### src/hdl/rses_consts.svh
/*
  Register offsets, status bit positions and reset values of the receive
  status block. Assumes it is included by bare name from the design files.
*/
`ifndef RSES_CONSTS_SVH
`define RSES_CONSTS_SVH

// Byte addresses of the receive registers on the host serial port.
`define RSES_STATUS_ADDR  8'h08
`define RSES_DATA_A_ADDR  8'h09
`define RSES_VALID_A_ADDR 8'h0a
`define RSES_DATA_B_ADDR  8'h0b
`define RSES_VALID_B_ADDR 8'h0c

// Position of each flag inside a channel nibble; channel B adds four.
`define RSES_FULL_BIT  0
`define RSES_EOF_BIT   1
`define RSES_FLOW_BIT  2
`define RSES_VALID_BIT 3
`define RSES_CH_STRIDE 4

// Reset values and the all-valid byte mask.
`define RSES_STATUS_RESET 8'h00
`define RSES_BYTE_RESET   8'h00
`define RSES_ALL_VALID    8'hff

`endif

### src/hdl/rses_pkg.sv
/*
  Types shared by the receive status block. Assumes nothing beyond a
  SystemVerilog compiler; constants live in rses_consts.svh.
*/
package rses_pkg;

  // One received byte or one byte of valid flags.
  typedef logic [7:0] rses_byte_t;

  // Bit position inside the byte being assembled.
  typedef logic [2:0] rses_bitpos_t;

endpackage : rses_pkg

### src/hdl/rses_status.sv
/*
  Receive status register bank of a two-channel serializer/deserializer.
  Assembles each channel's received bits into bytes, keeps one holding
  register per channel and records full, end-of-frame, flow violation and
  whole-byte valid flags. Assumes a host port that issues one-cycle read
  strobes with an address, a datapath that gives one strobe per bit time,
  and outside logic that owns the interrupt enables and the gap setting.
*/
`timescale 1ns/1ps
`include "rses_consts.svh"

// What this block does
// - Channel B byte load sets bit 7 when all eight bits valid, else clears.
// - Channel A byte load sets bit 3 when all eight bits valid, else clears.
// - Whole-byte valid flags never feed any interrupt request.
// - Bit 6 sets on channel B overwrite or empty read; status read clears.
// - Bit 2 sets on channel A overwrite or empty read; status read clears.
// - Bit 5 sets when channel B gap ends the frame; status read clears.
// - Bit 1 sets when channel A gap ends the frame; status read clears.
// - Bit 4 sets whenever channel B moves data into its holding register.
// - Bit 0 sets whenever channel A moves data into its holding register.
// - Three-bit gap setting; zero ends frame at first invalid bit.
// - Flags set regardless of enables; read zero outside receive mode.
module rses_status #(
  parameter int N_CH  = 2,
  parameter int LEN_W = 3
) (
  input  wire logic             i_clk,
  input  wire logic             i_resetn,
  input  wire logic             i_rx_enable,
  input  wire logic [LEN_W-1:0] i_eof_len,
  input  wire logic [N_CH-1:0]  i_bit_stb,
  input  wire logic [N_CH-1:0]  i_bit_valid,
  input  wire logic [N_CH-1:0]  i_bit_data,
  input  wire logic             i_rd_stb,
  input  wire logic [7:0]       i_rd_addr,
  output logic                  o_rd_ack,
  output logic                  o_rd_hit,
  output logic [7:0]            o_rd_data,
  output logic [7:0]            o_irq_flags
);

  // The status layout holds exactly two channel nibbles.
  if (N_CH != 2)
  begin : g_bad_ch
    $error("rses_status supports exactly two receive channels");
  end
  if (LEN_W < 1)
  begin : g_bad_len
    $error("rses_status needs a gap length of at least one bit");
  end

  logic [7:0]          status;
  rses_pkg::rses_byte_t hold_data [N_CH];
  rses_pkg::rses_byte_t hold_mask [N_CH];

  wire                  rd_status;
  wire                  rd_data_a;
  wire                  rd_data_b;
  wire                  rd_valid_a;
  wire                  rd_valid_b;
  wire                  rd_known;
  wire [N_CH-1:0]       rd_data_ch;
  rses_pkg::rses_byte_t rd_word;

  // Address decode of the host read strobe.
  assign rd_status  = i_rd_stb && (i_rd_addr == `RSES_STATUS_ADDR);
  assign rd_data_a  = i_rd_stb && (i_rd_addr == `RSES_DATA_A_ADDR);
  assign rd_data_b  = i_rd_stb && (i_rd_addr == `RSES_DATA_B_ADDR);
  assign rd_valid_a = i_rd_stb && (i_rd_addr == `RSES_VALID_A_ADDR);
  assign rd_valid_b = i_rd_stb && (i_rd_addr == `RSES_VALID_B_ADDR);
  assign rd_known   = rd_status || rd_data_a || rd_data_b || rd_valid_a || rd_valid_b;
  assign rd_data_ch = {rd_data_b, rd_data_a};

  // Per-channel assembly, holding register and status nibble.
  for (genvar c = 0; c < N_CH; c++)
  begin : g_ch
    localparam int BASE = c * `RSES_CH_STRIDE;

    rses_pkg::rses_byte_t   asm_data;
    rses_pkg::rses_byte_t   asm_mask;
    rses_pkg::rses_bitpos_t asm_pos;
    rses_pkg::rses_byte_t   next_asm_data;
    rses_pkg::rses_byte_t   next_asm_mask;
    logic                   hold_full;
    logic                   full_evt;
    logic                   eof_evt;
    logic                   flow_evt;
    logic                   byte_ok;
    logic                   eof;
    wire                    bit_in;
    wire                    byte_done;
    wire                    flush;
    wire                    load;
    wire                    overflow;
    wire                    underflow;

    rses_gap #(
      .LEN_W    (LEN_W)
    ) u_gap (
      .i_clk    (i_clk),
      .i_resetn (i_resetn),
      .i_enable (i_rx_enable),
      .i_stb    (i_bit_stb[c]),
      .i_valid  (i_bit_valid[c]),
      .i_len    (i_eof_len),
      .o_eof    (eof)
    );

    // Valid bits fill the byte low bit first; the eighth completes it.
    assign bit_in    = i_rx_enable && i_bit_stb[c] && i_bit_valid[c];
    assign byte_done = bit_in && (asm_pos == 3'h7);
    assign flush     = eof && (asm_mask != `RSES_BYTE_RESET);
    assign load      = byte_done || flush;
    // A load while the host empties the register is not an overwrite.
    assign overflow  = load && hold_full && !rd_data_ch[c];
    assign underflow = i_rx_enable && rd_data_ch[c] && !hold_full;

    // Byte under assembly with the incoming bit merged in.
    always_comb
    begin
      next_asm_data = asm_data;
      next_asm_mask = asm_mask;
      if (bit_in)
      begin
        next_asm_data[asm_pos] = i_bit_data[c];
        next_asm_mask[asm_pos] = 1'b1;
      end
    end

    // Assembly restarts after each load and outside receive mode.
    always_ff @(posedge i_clk)
    begin
      if (!i_resetn || !i_rx_enable || load)
      begin
        asm_data <= `RSES_BYTE_RESET;
        asm_mask <= `RSES_BYTE_RESET;
        asm_pos  <= '0;
      end
      else if (bit_in)
      begin
        asm_data <= next_asm_data;
        asm_mask <= next_asm_mask;
        asm_pos  <= asm_pos + 1'b1;
      end
    end

    // Holding register fills on a load and empties when the host reads it.
    always_ff @(posedge i_clk)
    begin
      if (!i_resetn || !i_rx_enable)
      begin
        hold_full    <= 1'b0;
        hold_data[c] <= `RSES_BYTE_RESET;
        hold_mask[c] <= `RSES_BYTE_RESET;
      end
      else if (load)
      begin
        hold_full    <= 1'b1;
        hold_data[c] <= next_asm_data;
        hold_mask[c] <= next_asm_mask;
      end
      else if (rd_data_ch[c])
      begin
        hold_full <= 1'b0;
      end
    end

    // Event flags: a new event wins over the clearing status read.
    always_ff @(posedge i_clk)
    begin
      if (!i_resetn || !i_rx_enable)
      begin
        full_evt <= 1'b0;
        eof_evt  <= 1'b0;
        flow_evt <= 1'b0;
        byte_ok  <= 1'b0;
      end
      else
      begin
        full_evt <= load || (full_evt && !rd_status);
        eof_evt  <= eof || (eof_evt && !rd_status);
        flow_evt <= overflow || underflow || (flow_evt && !rd_status);
        if (load)
        begin
          byte_ok <= (next_asm_mask == `RSES_ALL_VALID);
        end
      end
    end

    // Channel nibble of the status register.
    assign status[BASE + `RSES_FULL_BIT]  = full_evt;
    assign status[BASE + `RSES_EOF_BIT]   = eof_evt;
    assign status[BASE + `RSES_FLOW_BIT]  = flow_evt;
    assign status[BASE + `RSES_VALID_BIT] = byte_ok;

    // Interrupt sources for the outside enable logic, valid flag withheld.
    assign o_irq_flags[BASE + `RSES_FULL_BIT]  = full_evt;
    assign o_irq_flags[BASE + `RSES_EOF_BIT]   = eof_evt;
    assign o_irq_flags[BASE + `RSES_FLOW_BIT]  = flow_evt;
    assign o_irq_flags[BASE + `RSES_VALID_BIT] = 1'b0;
  end

  // Read data selection; everything reads zero outside receive mode.
  assign rd_word = !i_rx_enable ? `RSES_BYTE_RESET :
                   rd_status    ? status :
                   rd_data_a    ? hold_data[0] :
                   rd_valid_a   ? hold_mask[0] :
                   rd_data_b    ? hold_data[1] :
                   rd_valid_b   ? hold_mask[1] :
                   `RSES_BYTE_RESET;

  // Read answer registered one cycle after the strobe.
  always_ff @(posedge i_clk)
  begin
    if (!i_resetn)
    begin
      o_rd_ack  <= 1'b0;
      o_rd_hit  <= 1'b0;
      o_rd_data <= `RSES_STATUS_RESET;
    end
    else
    begin
      o_rd_ack  <= i_rd_stb;
      o_rd_hit  <= rd_known;
      o_rd_data <= i_rd_stb ? rd_word : `RSES_STATUS_RESET;
    end
  end

endmodule : rses_status

### src/hdl/rses_gap.sv
/*
  End-of-frame gap detector for one receive channel. Assumes one strobe per
  bit time, inputs synchronous to i_clk, and a steady gap length setting.
*/
`timescale 1ns/1ps

module rses_gap #(
  parameter int LEN_W = 3
) (
  input  wire logic             i_clk,
  input  wire logic             i_resetn,
  input  wire logic             i_enable,
  input  wire logic             i_stb,
  input  wire logic             i_valid,
  input  wire logic [LEN_W-1:0] i_len,
  output logic                  o_eof
);

  logic             started;
  logic [LEN_W-1:0] gap_cnt;
  wire              bad_bit;

  // An invalid bit time counts only once a valid bit has opened the frame.
  assign bad_bit = i_enable && i_stb && !i_valid && started;

  // The frame ends when the gap exceeds the setting; zero ends it at once.
  assign o_eof = bad_bit && (gap_cnt == i_len);

  // Gap counter restarts on every valid bit and closes the frame at its end.
  always_ff @(posedge i_clk)
  begin
    if (!i_resetn || !i_enable)
    begin
      started <= 1'b0;
      gap_cnt <= '0;
    end
    else if (i_stb && i_valid)
    begin
      started <= 1'b1;
      gap_cnt <= '0;
    end
    else if (o_eof)
    begin
      started <= 1'b0;
      gap_cnt <= '0;
    end
    else if (bad_bit)
    begin
      gap_cnt <= gap_cnt + 1'b1;
    end
  end

endmodule : rses_gap

### config.mk
export PLATFORM = sky130hd
export DESIGN_NAME = rses_status
export DESIGN_NICKNAME = d
export VERILOG_FILES = /design/src/hdl/rses_pkg.sv /design/src/hdl/rses_status.sv /design/src/hdl/rses_gap.sv
export VERILOG_INCLUDE_DIRS = /design/src /design/src/hdl
export SDC_FILE = /design/constraint.sdc
export NUM_CORES = 1
export LEC_CHECK = 0
export ABC_AREA = 0
export ABC_CLOCK_PERIOD_IN_PS = 2490
export BUFFER_PORTS_ARGS = -buffer_cell sky130_fd_sc_hd__buf_2
export CAP_MARGIN = 5
export CELL_PAD_IN_SITES_DETAIL_PLACEMENT = 1
export CELL_PAD_IN_SITES_GLOBAL_PLACEMENT = 2
export CORE_MARGIN = 4
export CORE_UTILIZATION = 30
export CTS_BUF_LIST = sky130_fd_sc_hd__clkbuf_4
export DETAILED_ROUTE_END_ITERATION = 16
export GPL_TIMING_DRIVEN = 1
export PLACE_DENSITY_LB_ADDON = 0.2
export SYNTH_ARGS = -nofsm -noshare
export SYNTH_HDL_FRONTEND = slang
export SYNTH_HIERARCHICAL = 1
export SYNTH_SLANG_ARGS = --single-unit
### constraint.sdc
create_clock -name i_clk -period 2.49 [get_ports i_clk]
set_input_delay 0 -clock i_clk [delete_from_list [all_inputs] [get_ports i_clk]]
set_output_delay 0 -clock i_clk [all_outputs]
set_load 0.005 [all_outputs]
==> flow_summary.toml <==
[status]
run_status = "finished clean"

[clock_network]
cts_tree = "yes"
clk_transition_reported_paths_ns = 0.14
htreeDepth = 3
clkLatencyLatePin_ns = 0.47
cts_inserted_buffers = 9
cts_root_buffer = "sky130_fd_sc_hd__clkbuf_4"
clock_path_buffers = 2
cts.sink_count = 98
cts.repair_timing.setup_buffer_count = 0

[setup_path]
worst-path-buf-inv = 1
endpoint_kind_of_the_worst_setup_timing_path = "register"
crit_path_start_kind = "register"
cp.arrival_ns = 2.46
critPathKind = "register to register"
critical_path_required_ns = 2.67
critical_path.top_delay_family = "simple AND/OR/NAND/NOR gates"
crit_chain = "xor2_2 -> nor4_1 -> a21boi_0 -> nand3b_1 -> buf_12"
worst_path_max_delay_cell = "sky130_fd_sc_hd__nor4_1"
timing.critical_path.slowest_cell_delay_ns = 0.49
maximum_fanout_encountered_on_the_critical_timing_path = 35

[floorplanning]
design.die.area_sq_um = 17100
core_outline_area_sq_um = 14600
die_w_microns = 131
io_pins = 39
fp.dieH_microns = 131
row_count = 44
initial_utilization_pct = 30.9

[drt]
drt-pass1-iter-count = 4
drc = 0
route.vias.total = 3581
antenna_violating_nets_post_route = 0
post_dr_wirelength_cell_microns = 17.3
post_drt_via_cell_ratio = 5.09
drt_wl_total_microns = 12100
drt-initial-drc-count = 220

[sta]
setup_repair_after_global_routing_missed_its_margin = "no"
slew-limit-headroom_pct = 45.2
period_minus_slack_ns = 2.28
finalSetupViolCount = 0
report.final.hold_viol_count = 0
fin_crit_sh_pct = 91.4
finalMaxSlewViolations = 0
finClkSkew_ns = 0.0183
worstMarginPinSlew_ns = 0.821
achievable-frequency_mhz = 439
tns_ns = 0

[global_route]
grt_pass1_wl_microns = 19200
grt_pass1_vias = 3606
global_route_overflow = 0
grt_util_all_layers_pct = 14.7
pin_count_of_the_biggest_net_entering_global_routing = 36
antenna_found_initial = 0

[yosys]
postSynthAreaPerCell_sq_um = 9.49
seq_area_frac_synth_pct = 50.4
synth_top_family_by_area = "simple AND/OR/NAND/NOR gates"
mappedNetlistArea_sq_um = 4530
post_synth_xor_area_fraction_pct = 2.21
asyncSetResetFlopFracSynth_pct = 0
synth_ff_type = "sky130_fd_sc_hd__dfxtp_1"
synth_compound_gate_area_share_pct = 14.0
synthMuxAreaShare_pct = 4.23
synthAdderAreaFrac_pct = 1.66
ys_top_cells_by_area = "sky130_fd_sc_hd__dfxtp_1, sky130_fd_sc_hd__edfxtp_1, sky130_fd_sc_hd__nor2_1"
yosysWarnings = 6
ys_seq_elements = 98
netlist.area_leader.share_pct = 29.2
synth_top_cell_by_area = "sky130_fd_sc_hd__dfxtp_1"
edff_count_synth = 32
synthesis.instances = 477
yosys.area_share.simple_pct = 22.1
synth_cell_type_count = 62

[finish]
antenna_cells_inserted = 0
final_cell_count_no_fill = 703
final_net_count = 541
signed_area_change_from_the_synthesized_netlist_to_the_final_layout_pct = 13.3
final_layout_size_suffix_gt1_share_pct = 14.1
area_occupied_by_multi_input_gates_sq_um = 2010
ff_latch_area_sq_um = 2280
fillCellCount = 1682

[power_and_ir_drop]
power_density_nw_per_um2 = 535
leakage_component_of_the_power_nw = 1.83
power_frac_comb_pct = 7.0
power_report.internal_total_mw = 2.07
p_sw_share_pct = 24.5
ir_worst_vdd_uv = 181
p_seq_share_pct = 61.4
power_switching_mw = 0.673
p_clk_share_pct = 31.6

[worst_hold_path]
holdCritPathClass = "input pin to register"

[placed_design]
gp_routability_congestion = 0.856
portBuffers = 36
placed_cells_incl_taps = 671
hpwl_microns = 8910

[flow_run]
cap_viol_max_count = 0
-- layout make-up --
class | count | area share, %
Clock buffer | 11 | 1.61
Clock inverter | 5 | 1.07
Inverter | 14 | 1.02
Multi-Input combinational cell | 331 | 39.3
Sequential cell | 98 | 44.5
Tap cell | 184 | 4.49
Timing Repair Buffer | 60 | 8.05
-- through the flow --
stage | hold slack (ns) | area [sq um] | setup WS [ns] | total power [mW] | util, %
2_1_floorplan | 0.116 | 4530 | 0.0585 | 1.82 | -
3_3_place_gp | 0.325 | 4830 | 0.364 | 1.89 | 33.0
4_1_cts | 0.00351 | 5120 | 0.189 | 2.79 | 35.0
6_report | 0.0678 | 5130 | 0.213 | 2.74 | 35.0
3_5_place_dp | 0.326 | 4830 | 0.202 | 1.89 | 33.0
5_1_grt | 0.0420 | 5130 | 0.0465 | 2.88 | 35.0
-- cell usage in the layout (no fill, tap or decap), drive strengths merged, types with 5 or more instances in the layout --
master	count
nor3b	14
nand4	5
o311ai	6
nor4	5
buf	44
a22o	8
nand3	18
o31ai	6
xor2	6
ha	6
edfxtp	32
nand2b	9
a21oi	19
mux2i	18
o21ai	29
inv	14
nand2	33
dfxtp	66
nor2	84
dlygate4sd3	16
and2	6
a31oi	8
nor3	5
clkbuf	11
-- flip-flops by register name, indices dropped and copies added (netlist names), 6 cells and up --
signal / cells
g_ch.asm_pos: 6
g_ch.asm_data: 16
o_rd_data: 8
hold_mask: 16
g_ch.asm_mask: 16
hold_data: 16
g_ch.u_gap/gap_cnt: 6
-- worst reg2reg max path, stage by stage, from the launching register on --
cell and delay [ns]:
sky130_fd_sc_hd__dfxtp_1 0.38, sky130_fd_sc_hd__xor2_2 0.23, sky130_fd_sc_hd__nor4_1 0.49, sky130_fd_sc_hd__a21boi_0 0.45, sky130_fd_sc_hd__nand3b_1 0.22, sky130_fd_sc_hd__buf_12 0.22
-- cells in the mapped netlist (3+ instances only) --
| cell | count |
|---|---|
| sky130_fd_sc_hd__nand2b_1 | 9 |
| sky130_fd_sc_hd__a22o_1 | 8 |
| sky130_fd_sc_hd__nand3_1 | 17 |
| sky130_fd_sc_hd__nor4_1 | 5 |
| sky130_fd_sc_hd__a31oi_1 | 8 |
| sky130_fd_sc_hd__and4b_1 | 3 |
| sky130_fd_sc_hd__a21oi_1 | 18 |
| sky130_fd_sc_hd__inv_1 | 13 |
| sky130_fd_sc_hd__edfxtp_1 | 32 |
| sky130_fd_sc_hd__ha_1 | 6 |
| sky130_fd_sc_hd__nor3_1 | 5 |
| sky130_fd_sc_hd__buf_4 | 8 |
| sky130_fd_sc_hd__clkbuf_1 | 13 |
| sky130_fd_sc_hd__nor2b_1 | 3 |
| sky130_fd_sc_hd__buf_2 | 10 |
| sky130_fd_sc_hd__mux2i_1 | 18 |
| sky130_fd_sc_hd__o31ai_1 | 6 |
| sky130_fd_sc_hd__nand2_1 | 33 |
| sky130_fd_sc_hd__dfxtp_1 | 66 |
| sky130_fd_sc_hd__o21ai_0 | 27 |
| sky130_fd_sc_hd__nor2_1 | 84 |
| sky130_fd_sc_hd__and2_1 | 5 |
| sky130_fd_sc_hd__nor3b_1 | 13 |
| sky130_fd_sc_hd__and3_1 | 3 |
| sky130_fd_sc_hd__o311ai_0 | 6 |
| sky130_fd_sc_hd__or4_1 | 3 |
| sky130_fd_sc_hd__xor2_2 | 4 |
| sky130_fd_sc_hd__nand4_1 | 5 |
| sky130_fd_sc_hd__a221oi_1 | 3 |
-- cells by family (layout without fill, tap and decap cells) --
logic type | after synthesis | in the layout
and+or+nand+nor | 200 | 200
DFF | 98 | 98
AOI/OAI and AO/OA | 96 | 96
buffers and inverters | 49 | 90
muxes | 19 | 19
xor gates and xnor gates | 8 | 8
adders and majority gates | 6 | 6
other | 1 | 2
-- routing by layer --
metal | share of wire, % | track usage, % | up-vias
met5 | 0 | 0 | -
met4 | 2.4 | 6.47 | 0
met3 | 3.0 | 2.72 | 18
met2 | 43 | 21.9 | 59
met1 | 52 | 20.9 | 1736
li1 | - | - | 1768
-- timing repair --
action | 4_1_cts | 5_1_grt
hold buffers | 16 | 0
gates resized for setup | 0 | 1
endpoints found under the hold margin | 42 | 0
setup endpoints to repair | 0 | 5
-- power groups by stage --
stage	Sequential, mW	Combinational (mW)	Clock (mW)
floorplan	1.71	0.108	0
global placement	1.72	0.172	0
detailed placement	1.72	0.176	0
CTS	1.68	0.194	0.912
global route	1.69	0.214	0.984
finish	1.68	0.192	0.867
-- worst paths after layout --
| kind | slack (ns) | start | cells after the start | endpoint |
|---|---|---|---|---|
| max | 0.21 | g_ch[0].u_gap/gap_cnt[2] | 5 | hold_data[0][6] |
| min | 0.07 | i_eof_len[1] | 3 | g_ch[1].u_gap/gap_cnt[1] |
| max reg2reg | 0.21 | g_ch[0].u_gap/gap_cnt[2] | 5 | hold_data[0][6] |
| min reg2reg | 0.48 | g_ch[1].full_evt | 2 | g_ch[1].full_evt |
Note: power is estimated with default switching activity, not from simulation.
